<file path="src/core_map_pkg.sv">
// Constants for the table read path and data memory map.
// Behaviour
// After reset the fetch address starts at program address zero.
// A table fetch address is built from both table pointer bytes; the code uses only the low byte for the last-page read, with upper bits FH.
// The high pointer gives the upper four bits, the low pointer the lower eight.
// A table read writes the word's low byte into the operand's data location; the code writes it only to general storage (80H up).
// The same table read overwrites the high byte holding register.
// Standard table reads target sector 0, extended ones any other sector.
// Every table instruction takes exactly two instruction cycles.
// Software should avoid table reads in both main code and interrupt code.
// Each sector holds registers below 80H and general storage from 80H up.
// General storage is 256 bytes over sectors 0 and 1; sector 1 has one register at 40H.
// The active sector is chosen by loading the memory pointers.
// For indirect access the high pointer picks the sector, the low the offset.
// Reads of unused register locations return zero.
// Programming data moves both ways on one data line clocked by the programmer.
// The debug link has a two-way data line and an input clock from the tool.
// On the emulation part the shared pin functions are off, programming still works.
package core_map_pkg;
  localparam logic [11:0] reset_vector      = 12'h000;
  localparam int          pc_width          = 12;
  localparam logic [7:0]  gp_base           = 8'h80;
  localparam logic [7:0]  eeprom_ctrl_addr  = 8'h40;
  localparam logic [7:0]  table_ptr_lo_addr = 8'h07;
  localparam logic [7:0]  table_data_h_addr = 8'h08;
  localparam logic [7:0]  table_ptr_hi_addr = 8'h09;
  localparam logic [7:0]  ptr_offset_addr   = 8'h03;
  localparam logic [7:0]  ptr_sector_addr   = 8'h04;
  localparam logic [7:0]  byte_reset        = 8'h00;
  localparam logic [7:0]  unused_value      = 8'h00;
  localparam logic [1:0]  table_cycles      = 2'h2;
  localparam logic [3:0]  last_page         = 4'hf;

  typedef enum logic [1:0] {
    op_none,
    table_fetch_op,
    table_fetch_last_page_op,
    ext_table_fetch_op
  } table_cmd_t;
endpackage : core_map_pkg

</file>
<file path="src/pin_sync.sv">
// Two flip-flop synchroniser for external pin levels.
`timescale 1ns/100ps
`default_nettype none
module pin_sync #(
  parameter int width = 1
) (
  input  wire logic             ref_clk,
  input  wire logic             srst,
  input  wire logic [width-1:0] async_in,
  output var  logic [width-1:0] sync_out
);
  logic [width-1:0] stage1;

  always_ff @(posedge ref_clk) begin
    if (srst) begin
      stage1   <= '0;
      sync_out <= '0;
    end else begin
      stage1   <= async_in;
      sync_out <= stage1;
    end
  end
endmodule : pin_sync
`default_nettype wire

</file>
<file path="src/table_read_core.sv">
// Table read path, sectored data memory and programming/debug pin sharing.
`timescale 1ns/100ps
`default_nettype none
module table_read_core
  import core_map_pkg::*;
#(
  parameter int gp_depth = 256
) (
  input  wire logic        ref_clk,
  input  wire logic        srst,
  input  wire logic        instr_cycle,
  input  wire logic [1:0]  table_cmd,
  input  wire logic        table_ext,
  input  wire logic [7:0]  table_dest,
  input  wire logic        table_dest_sector,
  output logic             table_busy,
  output logic             table_done,
  output var  logic [11:0] prog_addr,
  input  wire logic [15:0] prog_word,
  output var  logic [11:0] fetch_pc,
  input  wire logic        fetch_advance,
  input  wire logic        mem_wr,
  input  wire logic        mem_rd,
  input  wire logic        mem_indirect,
  input  wire logic        mem_sector,
  input  wire logic [7:0]  mem_addr,
  input  wire logic [7:0]  mem_wdata,
  output var  logic [7:0]  mem_rdata,
  output var  logic        mem_rvalid,
  input  wire logic        emulation_mode,
  input  wire logic        prog_serial_io_in,
  input  wire logic        prog_serial_drive,
  input  wire logic        prog_serial_tx,
  output logic             prog_serial_io_out,
  output logic             prog_serial_io_oe,
  input  wire logic        prog_clock,
  output var  logic        prog_serial_rx,
  output var  logic        prog_clock_sync,
  input  wire logic        debug_serial_io_in,
  input  wire logic        debug_serial_drive,
  input  wire logic        debug_serial_tx,
  output logic             debug_serial_io_out,
  output logic             debug_serial_io_oe,
  input  wire logic        debug_clock_in,
  output var  logic        debug_serial_rx,
  output var  logic        debug_clock_sync,
  input  wire logic        port_out0,
  input  wire logic        port_oe0,
  input  wire logic        port_out2,
  input  wire logic        port_oe2,
  output logic [1:0]       port_in
);

  // ****************************************************************
  // Storage
  // ****************************************************************
  logic [7:0] gp_ram [gp_depth];
  logic [7:0] table_ptr_lo;
  logic [3:0] table_ptr_hi;
  logic [7:0] table_data_high;
  logic [7:0] eeprom_control_reg;
  logic [7:0] mem_pointer_offset;
  logic [7:0] mem_pointer_sector;
  logic [1:0] cyc_count;
  logic       last_page_sel;
  logic [8:0] dest_latch;
  logic [3:0] pin_sync_q;

  function automatic logic [7:0] gp_index(input logic sec,
                                          input logic [7:0] a);
    gp_index = {sec, a[6:0]};
  endfunction : gp_index

  function automatic logic is_gp(input logic [7:0] a);
    is_gp = (a >= gp_base);
  endfunction : is_gp

  // ****************************************************************
  // Effective data address
  // ****************************************************************
  logic       eff_sector;
  logic [7:0] eff_addr;
  // pointers choose sector.
  // high byte is sector.
  always_comb begin
    if (mem_indirect) begin
      eff_sector = mem_pointer_sector[0];
      eff_addr   = mem_pointer_offset;
    end else begin
      eff_sector = mem_sector;
      eff_addr   = mem_addr;
    end
  end

  // ****************************************************************
  // Table read sequencer
  // ****************************************************************
  logic start_ok;
  // sector versus opcode.
  assign start_ok = (table_cmd != op_none) && (cyc_count == 2'h0)
                    && (table_ext == table_dest_sector);
  assign table_busy = (cyc_count != 2'h0);

  // two instruction cycles.
  always_ff @(posedge ref_clk) begin
    if (srst) begin
      cyc_count     <= 2'h0;
      last_page_sel <= 1'b0;
      dest_latch    <= 9'h000;
    end else if (instr_cycle) begin
      if (start_ok) begin
        cyc_count     <= table_cycles - 2'h1;
        last_page_sel <= (table_cmd == table_fetch_last_page_op);
        dest_latch    <= {table_dest_sector, table_dest};
      end else if (cyc_count != 2'h0) begin
        cyc_count <= cyc_count - 2'h1;
      end
    end
  end

  logic finishing;
  assign finishing = instr_cycle && (cyc_count == 2'h1);
  assign table_done = finishing;

  // both pointer bytes, low byte only for last-page reads.
  // high gives upper bits.
  always_comb begin
    prog_addr = {last_page_sel ? last_page : table_ptr_hi, table_ptr_lo};
  end

  // reset entry point.
  always_ff @(posedge ref_clk) begin
    if (srst) begin
      fetch_pc <= reset_vector;
    end else if (fetch_advance) begin
      fetch_pc <= fetch_pc + 12'h001;
    end
  end

  // ****************************************************************
  // Special registers
  // ****************************************************************
  logic cpu_sfr_wr;
  assign cpu_sfr_wr = mem_wr && !is_gp(eff_addr);

  // high byte to holding register.
  always_ff @(posedge ref_clk) begin
    if (srst) begin
      table_data_high <= byte_reset;
    end else if (finishing) begin
      table_data_high <= prog_word[15:8];
    end else if (cpu_sfr_wr && !eff_sector
                 && eff_addr == table_data_h_addr) begin
      table_data_high <= mem_wdata;
    end
  end

  always_ff @(posedge ref_clk) begin
    if (srst) begin
      table_ptr_lo       <= byte_reset;
      table_ptr_hi       <= 4'h0;
      mem_pointer_offset <= byte_reset;
      mem_pointer_sector <= byte_reset;
      eeprom_control_reg <= byte_reset;
    end else if (cpu_sfr_wr) begin
      if (!eff_sector) begin
        unique case (eff_addr)
          table_ptr_lo_addr: table_ptr_lo <= mem_wdata;
          table_ptr_hi_addr: table_ptr_hi <= mem_wdata[3:0];
          ptr_offset_addr:   mem_pointer_offset <= mem_wdata;
          ptr_sector_addr:   mem_pointer_sector <= mem_wdata;
          default: ;
        endcase
      // sole sector 1 register.
      end else if (eff_addr == eeprom_ctrl_addr) begin
        eeprom_control_reg <= mem_wdata;
      end
    end
  end

  // ****************************************************************
  // General storage
  // ****************************************************************
  // low byte to destination.
  // upper half is storage.
  always_ff @(posedge ref_clk) begin
    if (finishing && is_gp(dest_latch[7:0])) begin
      gp_ram[gp_index(dest_latch[8], dest_latch[7:0])] <= prog_word[7:0];
    end else if (mem_wr && is_gp(eff_addr)) begin
      gp_ram[gp_index(eff_sector, eff_addr)] <= mem_wdata;
    end
  end

  // unused reads as zero.
  always_ff @(posedge ref_clk) begin
    if (srst) begin
      mem_rdata  <= unused_value;
      mem_rvalid <= 1'b0;
    end else begin
      mem_rvalid <= mem_rd;
      if (mem_rd) begin
        if (is_gp(eff_addr)) begin
          mem_rdata <= gp_ram[gp_index(eff_sector, eff_addr)];
        end else if (eff_sector) begin
          mem_rdata <= (eff_addr == eeprom_ctrl_addr) ? eeprom_control_reg
                                                      : unused_value;
        end else begin
          unique case (eff_addr)
            table_ptr_lo_addr: mem_rdata <= table_ptr_lo;
            table_data_h_addr: mem_rdata <= table_data_high;
            table_ptr_hi_addr: mem_rdata <= {4'h0, table_ptr_hi};
            ptr_offset_addr:   mem_rdata <= mem_pointer_offset;
            ptr_sector_addr:   mem_rdata <= mem_pointer_sector;
            default:           mem_rdata <= unused_value;
          endcase
        end
      end
    end
  end

  // ****************************************************************
  // Programming and debug pins
  // ****************************************************************
  pin_sync #(
    .width (4)
  ) u_pin_sync (
    .ref_clk  (ref_clk),
    .srst     (srst),
    .async_in ({prog_serial_io_in, prog_clock,
                debug_serial_io_in, debug_clock_in}),
    .sync_out (pin_sync_q)
  );

  // one data line, outside clock.
  // debug clock is an input.
  always_comb begin
    prog_serial_rx   = pin_sync_q[3];
    prog_clock_sync  = pin_sync_q[2];
    debug_serial_rx  = pin_sync_q[1];
    debug_clock_sync = pin_sync_q[0];
  end

  // shared functions off in emulation.
  logic prog_active;
  assign prog_active         = prog_serial_drive;
  assign prog_serial_io_out  = prog_active ? prog_serial_tx : port_out0;
  assign prog_serial_io_oe   = prog_active
                               || (!emulation_mode && port_oe0);
  assign debug_serial_io_out = debug_serial_tx;
  assign debug_serial_io_oe  = emulation_mode && debug_serial_drive
                               && !prog_active;
  assign port_in = emulation_mode ? 2'h0 : {pin_sync_q[2], pin_sync_q[3]};

  // ****************************************************************
  // Checks
  // ****************************************************************
  // reset entry point.
  a_reset_vector: assert property (@(posedge ref_clk)
    $fell(srst) |-> fetch_pc == reset_vector)
    else $error("fetch did not start at zero");
  // two instruction cycles.
  a_two_cycles: assert property (@(posedge ref_clk) disable iff (srst)
    (instr_cycle && start_ok) |=> table_busy)
    else $error("table read did not start");
  a_busy_holds: assert property (@(posedge ref_clk) disable iff (srst)
    (table_busy && !instr_cycle) |=> table_busy)
    else $error("table read ended between boundaries");
  a_done_next: assert property (@(posedge ref_clk) disable iff (srst)
    (table_busy && instr_cycle) |-> table_done ##1 !table_busy)
    else $error("table read not two cycles");
  // high byte stored.
  a_high_byte: assert property (@(posedge ref_clk) disable iff (srst)
    finishing |=> table_data_high == $past(prog_word[15:8]))
    else $error("high byte not stored");
  // address layout.
  a_addr_form: assert property (@(posedge ref_clk) disable iff (srst)
    !last_page_sel |-> prog_addr[7:0] == table_ptr_lo
                       && prog_addr[11:8] == table_ptr_hi)
    else $error("table address wrong");
  // sector mismatch refused.
  a_sector_rule: assert property (@(posedge ref_clk) disable iff (srst)
    (instr_cycle && !table_busy && table_ext != table_dest_sector)
      |=> !table_busy)
    else $error("mismatched table read accepted");
  // unused reads zero.
  a_unused_zero: assert property (@(posedge ref_clk) disable iff (srst)
    (mem_rd && eff_sector && !is_gp(eff_addr)
      && eff_addr != eeprom_ctrl_addr) |=> mem_rdata == unused_value)
    else $error("unused location not zero");
  // indirect sector.
  a_indirect_sel: assert property (@(posedge ref_clk) disable iff (srst)
    mem_indirect |-> eff_sector == mem_pointer_sector[0]
                     && eff_addr == mem_pointer_offset)
    else $error("indirect address wrong");
  // debug pin quiet outside emulation.
  a_debug_quiet: assert property (@(posedge ref_clk) disable iff (srst)
    !emulation_mode |-> !debug_serial_io_oe)
    else $error("debug pin driven outside emulation");
  a_shared_off: assert property (@(posedge ref_clk) disable iff (srst)
    emulation_mode |-> port_in == 2'h0)
    else $error("shared input active in emulation");
  c_table_std: cover property (@(posedge ref_clk) disable iff (srst)
    table_done && !dest_latch[8]);
  c_table_ext: cover property (@(posedge ref_clk) disable iff (srst)
    table_done && dest_latch[8]);
  c_indirect_rd: cover property (@(posedge ref_clk) disable iff (srst)
    mem_rd && mem_indirect && eff_sector);
endmodule : table_read_core
`default_nettype wire

</file>
<file path="config.mk">
export PLATFORM = sky130hd
export DESIGN_NAME = table_read_core
export DESIGN_NICKNAME = d
export VERILOG_FILES = /design/src/core_map_pkg.sv /design/src/pin_sync.sv /design/src/table_read_core.sv
export SDC_FILE = /design/constraint.sdc
export NUM_CORES = 2
export LEC_CHECK = 0
export BUFFER_PORTS_ARGS = -buffer_cell sky130_fd_sc_hd__buf_2
export CAP_MARGIN = 20
export CELL_PAD_IN_SITES_DETAIL_PLACEMENT = 1
export CELL_PAD_IN_SITES_GLOBAL_PLACEMENT = 2
export CORE_ASPECT_RATIO = 0.75
export CORE_MARGIN = 3
export CORE_UTILIZATION = 25
export CTS_CLUSTER_SIZE = 14
export DETAILED_ROUTE_END_ITERATION = 7
export GPL_ROUTABILITY_DRIVEN = 0
export GPL_TIMING_DRIVEN = 0
export PLACE_DENSITY = 0.49
export SKIP_LAST_GASP = 1
export SYNTH_ARGS = -nofsm -noshare
export SYNTH_HDL_FRONTEND = slang
export SYNTH_SLANG_ARGS = --single-unit
</file>
<file path="constraint.sdc">
create_clock -name ref_clk -period 10.62 [get_ports ref_clk]
set_clock_uncertainty 0.15 [all_clocks]
set_input_delay 2.124 -clock ref_clk [delete_from_list [all_inputs] [get_ports ref_clk]]
set_output_delay 2.124 -clock ref_clk [all_outputs]
set_load 0.02 [all_outputs]
</file>
## Word-level counts from Yosys, hierarchy flattened

Memories as Yosys holds them, arrays and structs flattened.
Cells that the tools add are included.
Widths: inputs -> output; s select.

- Bits in registers: 85
- Bits in writable memories: 2048
- Bits of input ports: 65
- Output and inout port bits: 45
- Logic and storage cells: 79
- Memories kept: 1

Memory list:

| memory | depth | width | rd ports | clocked after Yosys merged registers in | write ports | RTL line | RTL |
|---|---|---|---|---|---|---|---|
| gp_ram | 256 | 8 | 1 | 0 | 1 | table_read_core.sv:57 | `logic [7:0] gp_ram [gp_depth];` |

- $add $sub $neg: 2
- Magnitude comparators: 2
- Eq/ne operators: 9
- Multiplexer cells: 21
- Bitwise gates (word level): 1
- Reductions and logical operators: 29

Operators by type and width:

| kind | count |
|---|---|
| $mux 8 | 8 |
| $pmux 8 s5 | 1 |
| $eq 8x3->1 const B | 2 |
| $eq 8x4->1 const B | 2 |
| $ge 8x8->1 const B | 2 |
| $reduce_and 3->1 | 5 |
| $add 12x1->12 const B | 1 |
| $logic_and 1x1->1 | 11 |
| $eq 8x2->1 const B | 1 |
| $eq 8x7->1 const B | 1 |
| $mux 1 | 8 |
| $reduce_bool 2->1 | 4 |
| $reduce_or 8->1 | 1 |
| $mux 2 | 3 |
| $logic_not 1->1 | 4 |
| $mux 4 | 1 |
| $reduce_and 2->1 | 2 |
| $eq 2x1->1 const B | 1 |
| $eq 2x2->1 const B | 1 |
| $logic_not 2->1 | 1 |
| $sub 2x1->2 const B | 1 |
| $eq 1x1->1 | 1 |
| $logic_or 1x1->1 | 1 |
| $not 1->1 | 1 |

## Longest topological paths before layout

- Word-level depth: 8
- Depth in mapped cells: 16
- Depth with buffers taken out: 11

## By module

Synthesis repeated with hierarchy kept, for this count alone.

- Cell total of the unflattened synthesis: 5894
- Area, all modules: 85209.2 um^2

Modules (own cells, without submodules):

| module | times used | cells each | area each (um^2) | seq. area each (um^2) |
|---|---|---|---|---|
| table_read_core | 1 | 5878 | 84999.0 | 63040.5 |
| pin_sync | 1 | 16 | 210.2 | 160.2 |

## Worst setup path before layout

Ideal clock, no wire load.

- Kind: input to register
- From: in instr_cycle
- To: mem gp_ram[0][0], data pin
- Library setup time: 823 ps
- Arrival time: 6480 ps
- Required time: 9647 ps
- Setup slack: 3168 ps
- Cell stages on the path: 7
- Buffers on the path: 2
- Path through: nand2_1 -> inv_1 -> clkbuf_1 -> a21oi_1 -> clkbuf_1 -> nand2_1 -> nand2_1

- Longest elaborated chain between the ends: 6

RTL lines:

| what | RTL line | RTL |
|---|---|---|
| start, declared | table_read_core.sv:11 | `input wire logic instr_cycle,` |
| $logic_and 1x1->1 | table_read_core.sv:122 | `assign finishing = instr_cycle && (cyc_count == 2'h1);` |
| via table_done | table_read_core.sv:17 | `output logic table_done,` |
| $logic_and 1x1->1 | table_read_core.sv:187 | `if (finishing && is_gp(dest_latch[7:0])) begin` |
| $mux 1 | table_read_core.sv:187 |  |
| $mux 1 (implied by the code) | table_read_core.sv:190 | `gp_ram[gp_index(eff_sector, eff_addr)] <= mem_wdata;` |
| $reduce_or 8->1 (no line) | - |  |
| $mux 8 (no line) | - |  |
| end, declared | table_read_core.sv:57 |  |

The timed path passes the listed nets, and every way through them passes these cells.

## Worst setup path in the final report

- From: in mem_indirect
- To: reg mem_rdata[2]

- Longest elaborated chain between the ends: 5
- Elaborated cells between the ends (all ways): 14
- Classes of those cells: 1 x order compare; 6 x eq/ne; 6 x mux; 1 x memory

RTL lines:

| what | RTL line | RTL |
|---|---|---|
| start, declared | table_read_core.sv:24 | `input wire logic mem_indirect,` |
| branches (longest 4 deep; another with $mem_v2 256x8) | - |  |
| $mux 8 (*) | table_read_core.sv:202 | `if (is_gp(eff_addr)) begin` |
| end signal, assigned | table_read_core.sv:203 | `mem_rdata <= gp_ram[gp_index(eff_sector, eff_addr)];` |
| end signal, assigned | table_read_core.sv:205 | `mem_rdata <= (eff_addr == eeprom_ctrl_addr) ? eeprom_control_reg` |
| end signal, assigned | table_read_core.sv:209 | `table_ptr_lo_addr: mem_rdata <= table_ptr_lo;` |
| end, declared | table_read_core.sv:28 | `output var logic [7:0] mem_rdata,` |

Mark *: on every way between the ends.
A chain may end at the register's enable or synchronous reset.

==> reports/qor.txt <==
Final net count: 6701
CTS tree: done
Die height: 511 µm
Total GRT Usage: 31.7%
Ratio of cells with drive above 1 in the final layout: 17.7%
Register area share after synthesis: 74.2%
First-pass GRT wire length: 699000 µm
Data arrival time of the critical path: 10.52 ns
Multi-input logic area: 20200 µm²
Hold path depth: 1
Hold Crit Class: reg -> reg
CP endpoint kind: flop
Fin crit period: 9.95 ns
Biggest regs: gp_ram (2048), fetch_pc (12), dest_latch (9)
R2r worst-path depth: 11
Core Box Area: 337000 µm²
CP bufs+invs: 7
# hold bufs at CTS: 0
Drt drc: 0
1st-iter DRT viols: 13815
M1 GR Usage: 45.4%
Max Fclk: 0.101 GHz
Leakage: 33.9 nW
Root buffer cell: clkbuf_16
Post-Route WL: 569000 µm
Num Clock Sinks: 2133
Post-Synth Simple-Gate Area: 12.8%
Vias in the first global route: 59043
Ys flop type: edfxtp_1
Routed WL per cell: 50.1 µm
Slew margin rel.: -6.03%
Longest Clk Path Bufs: 4
Critical path's top delay family: buffers and inverters
Die width: 680 µm
Setup TNS: 0 ns
Cell Count Post-Placement: 10834
Mapped Cells: 6026
Crit Path Max Fanout: 10
Power Total: 0.0196 W
Required @ worst endpoint: 11.19 ns
H-tree depth: 4
Die area: 348000 µm²
VDD IR max: 0.129 mV
Register with the most flip-flops: gp_ram
Skew-Pair Late Insertion Delay: 0.98 ns
Sequential Area: 63200 µm²
Synth warn: 0
Syn_area_per_cell: 14.1 µm²
Worst setup SP type: primary input
Routing usage on met2: 41.2%
GR Overflow Total: 0
Initial antenna violation count: 158
Slew @ Worst Pin: 1.59 ns
Hold_ws: 0.289 ns
Mux cell area share after synthesis: 5.68%
Unrepaired setup endpoints after global routing: no
Unique cell type count in the Yosys netlist: 73
Post-Syn Area: 85100 µm²
Power Density: 190 nW/µm²
Status: finished, violations left
Reg-to-reg setup timing slack: 1.98 ns
Resized cells post-CTS: 0
Layout Cells excl Fill: 11364
Max cap viols: 1
Worst-path cell chain: buf_2 -> buf_6 -> mux2i_1 -> buf_2 -> buf_2 -> buf_2 -> buf_2 -> buf_2 -> a31oi_1 -> a22oi_1 -> a41oi_1 -> o211ai_1 -> a211oi_1
Crit-path max cell delay: 1.07 ns
Crit Reg-Reg Endpoint: mem_rdata[2]
Area Overhead vs Synth: 21.0%
Cell Rows: 184
Post-DP HPWL: 398000 µm
Hold Path Sink: u_pin_sync.sync_out[1]
Post-Synth XOR/XNOR Area: 0.134%
Tcrit/Tclk final: 93.7%
Num ports: 110
FILL cells: 35764
Clk pin slew, worst setup/hold paths: 0.06 ns
Synthesized net count: 6094
Worst hold start: u_pin_sync.stage1[1]
Failing checks: max-capacitance violations, max-slew violations
Num CTS Buffers: 233
Max FFs per register: 2048
Via count: 67107
Drt first pass iters: 6
Final setup violation count: 0
Setup bufs post-CTS: 0
Detail Route Antenna Nets: 0
Met3 Use GR: 13.2%
Initial Util: 25.3%
GRT busiest layer: met1
Synthesis-stage register bit count: 2133
Worst R2R Start: mem_pointer_offset[0]
Via/cell ratio: 5.91
Async S/R FF share, synth: 0%
Post-Synth Adder-Cell Area: 0.0441%
Final hold violation count: 0
Critical path's slowest cell: buf_2
Largest family of logic cells by synthesized area: simple AND/OR/NAND/NOR gates
Port bufs: 105
Synth Area in Compound Gates: 4.71%
Most used cell, CP: buf_2
Post-synth EDFFs: 2048
Largest net degree at the start of global routing: 81
CP Class: in -> reg
Final Max Tran Viols: 4
synthesized netlist by cell type (all sizes together), types with 36 or more instances:
library cell | number | area share [%]
a21oi | 115 | 0.68
a311oi | 61 | 0.63
a31oi | 104 | 0.76
a32oi | 36 | 0.37
and3 | 67 | 0.49
buf | 251 | 1.8
clkbuf | 131 | 0.58
dfxtp | 85 | 2.0
edfxtp | 2048 | 72
mux2i | 222 | 2.6
mux4 | 110 | 2.9
nand2 | 1455 | 6.4
nand3 | 584 | 3.4
nand4 | 49 | 0.37
nor2 | 346 | 1.5
o21ai | 38 | 0.23
o22ai | 55 | 0.40
worst reg2reg max path, stage by stage (launching register included):
cell	delay, ns
dfxtp_1	0.34
mux2i_1	0.95
buf_2	1.07
buf_2	0.76
buf_2	0.47
buf_2	0.82
buf_2	0.90
a31oi_1	0.23
a22oi_1	1.02
a41oi_1	0.69
o211ai_1	0.85
a211oi_1	0.21
report_power, final:
group / switching [W] / leakage (nW) / internal [W]
sequential: 0.0000174 / 19.1 / 0.00929
clock: 0.00373 / 3.54 / 0.00447
combinational: 0.00171 / 11.2 / 0.000379
how the worst max path moves through the flow:
| stage | from | to | cells past startpoint | slack, ns |
|---|---|---|---|---|
| floorplan | instr_cycle | gp_ram[0][0] | 7 | 3.17 |
| global route | mem_indirect | mem_rdata[2] | 13 | 1.32 |
| CTS | mem_indirect | mem_rdata[3] | 14 | 1.38 |
| detailed placement | mem_indirect | mem_rdata[3] | 14 | 0.44 |
| global placement | mem_indirect | gp_ram[85][7] | 8 | -3.32 |
| finish | mem_indirect | mem_rdata[2] | 13 | 0.67 |
cells in the final DEF (no fill, tap or decap), drive strengths merged, types with 7 or more instances in the layout:
master   synthesis  final
dfxtp           85     85
o22ai           55     55
inv              8     13
a211oi          32     32
xor2            10     10
a31oi          104    104
nand4           49     49
nor2b           10     10
mux2i          222    222
clkbuf         131    417
nor4            12     12
a311oi          61     61
a32oi           36     36
o2111ai          7      7
a21oi          115    115
buf            251    620
mux2            10     10
o211ai           7      7
o21ai           38     38
o31ai           10     10
a32o            16     16
bufinv           0     18
clkinv           0    110
a22oi           32     32
nand3          584    584
a2111oi         21     21
edfxtp        2048   2048
nor2           346    346
diode            0     82
mux4           110    110
a221oi          12     12
nor3            22     22
and3            67     67
a211o            7      7
nand3b           9      9
nand2         1455   1455
metrics by stage:
stage                     instance area [µm²]  worst slack (ns)  util (%)
after floorplan                         85100              3.17         -
after global placement                  91200             -3.32      27.1
after detailed placement                95300             0.440      28.3
after CTS                              102000              1.38      30.4
after global routing                   103000              1.32      30.5
final                                  103000             0.670      30.6
final cells by class:
type                       count  share of cell area (%)
clock buffer                 284                    5.90
timing repair buffer         372                    4.34
tap                         4464                    5.42
sequential                  2133                    61.4
buffer                       382                    2.06
multi-input combinational   3503                    19.6
antenna                       82                   0.199
inverter                       8                  0.0292
clock inverter               136                    1.08
kinds of logic after synthesis:
logic type / after synthesis
flops: 2133
mux: 342
compound gates: 574
simple gates: 2571
fa+ha+maj: 3
buf+inv: 390
xor+xnor: 13
layer usage:
| metal | vias to the layer above | routed length (µm) | share of wire, % |
|---|---|---|---|
| li1 | 24003 | - | - |
| met2 | 5921 | 216000 | 38 |
| met3 | 992 | 86400 | 15 |
| met5 | - | 690 | 0.12 |
| met4 | 18 | 27500 | 4.8 |
| met1 | 36173 | 238000 | 42 |
(Power assumes the default switching activity.)
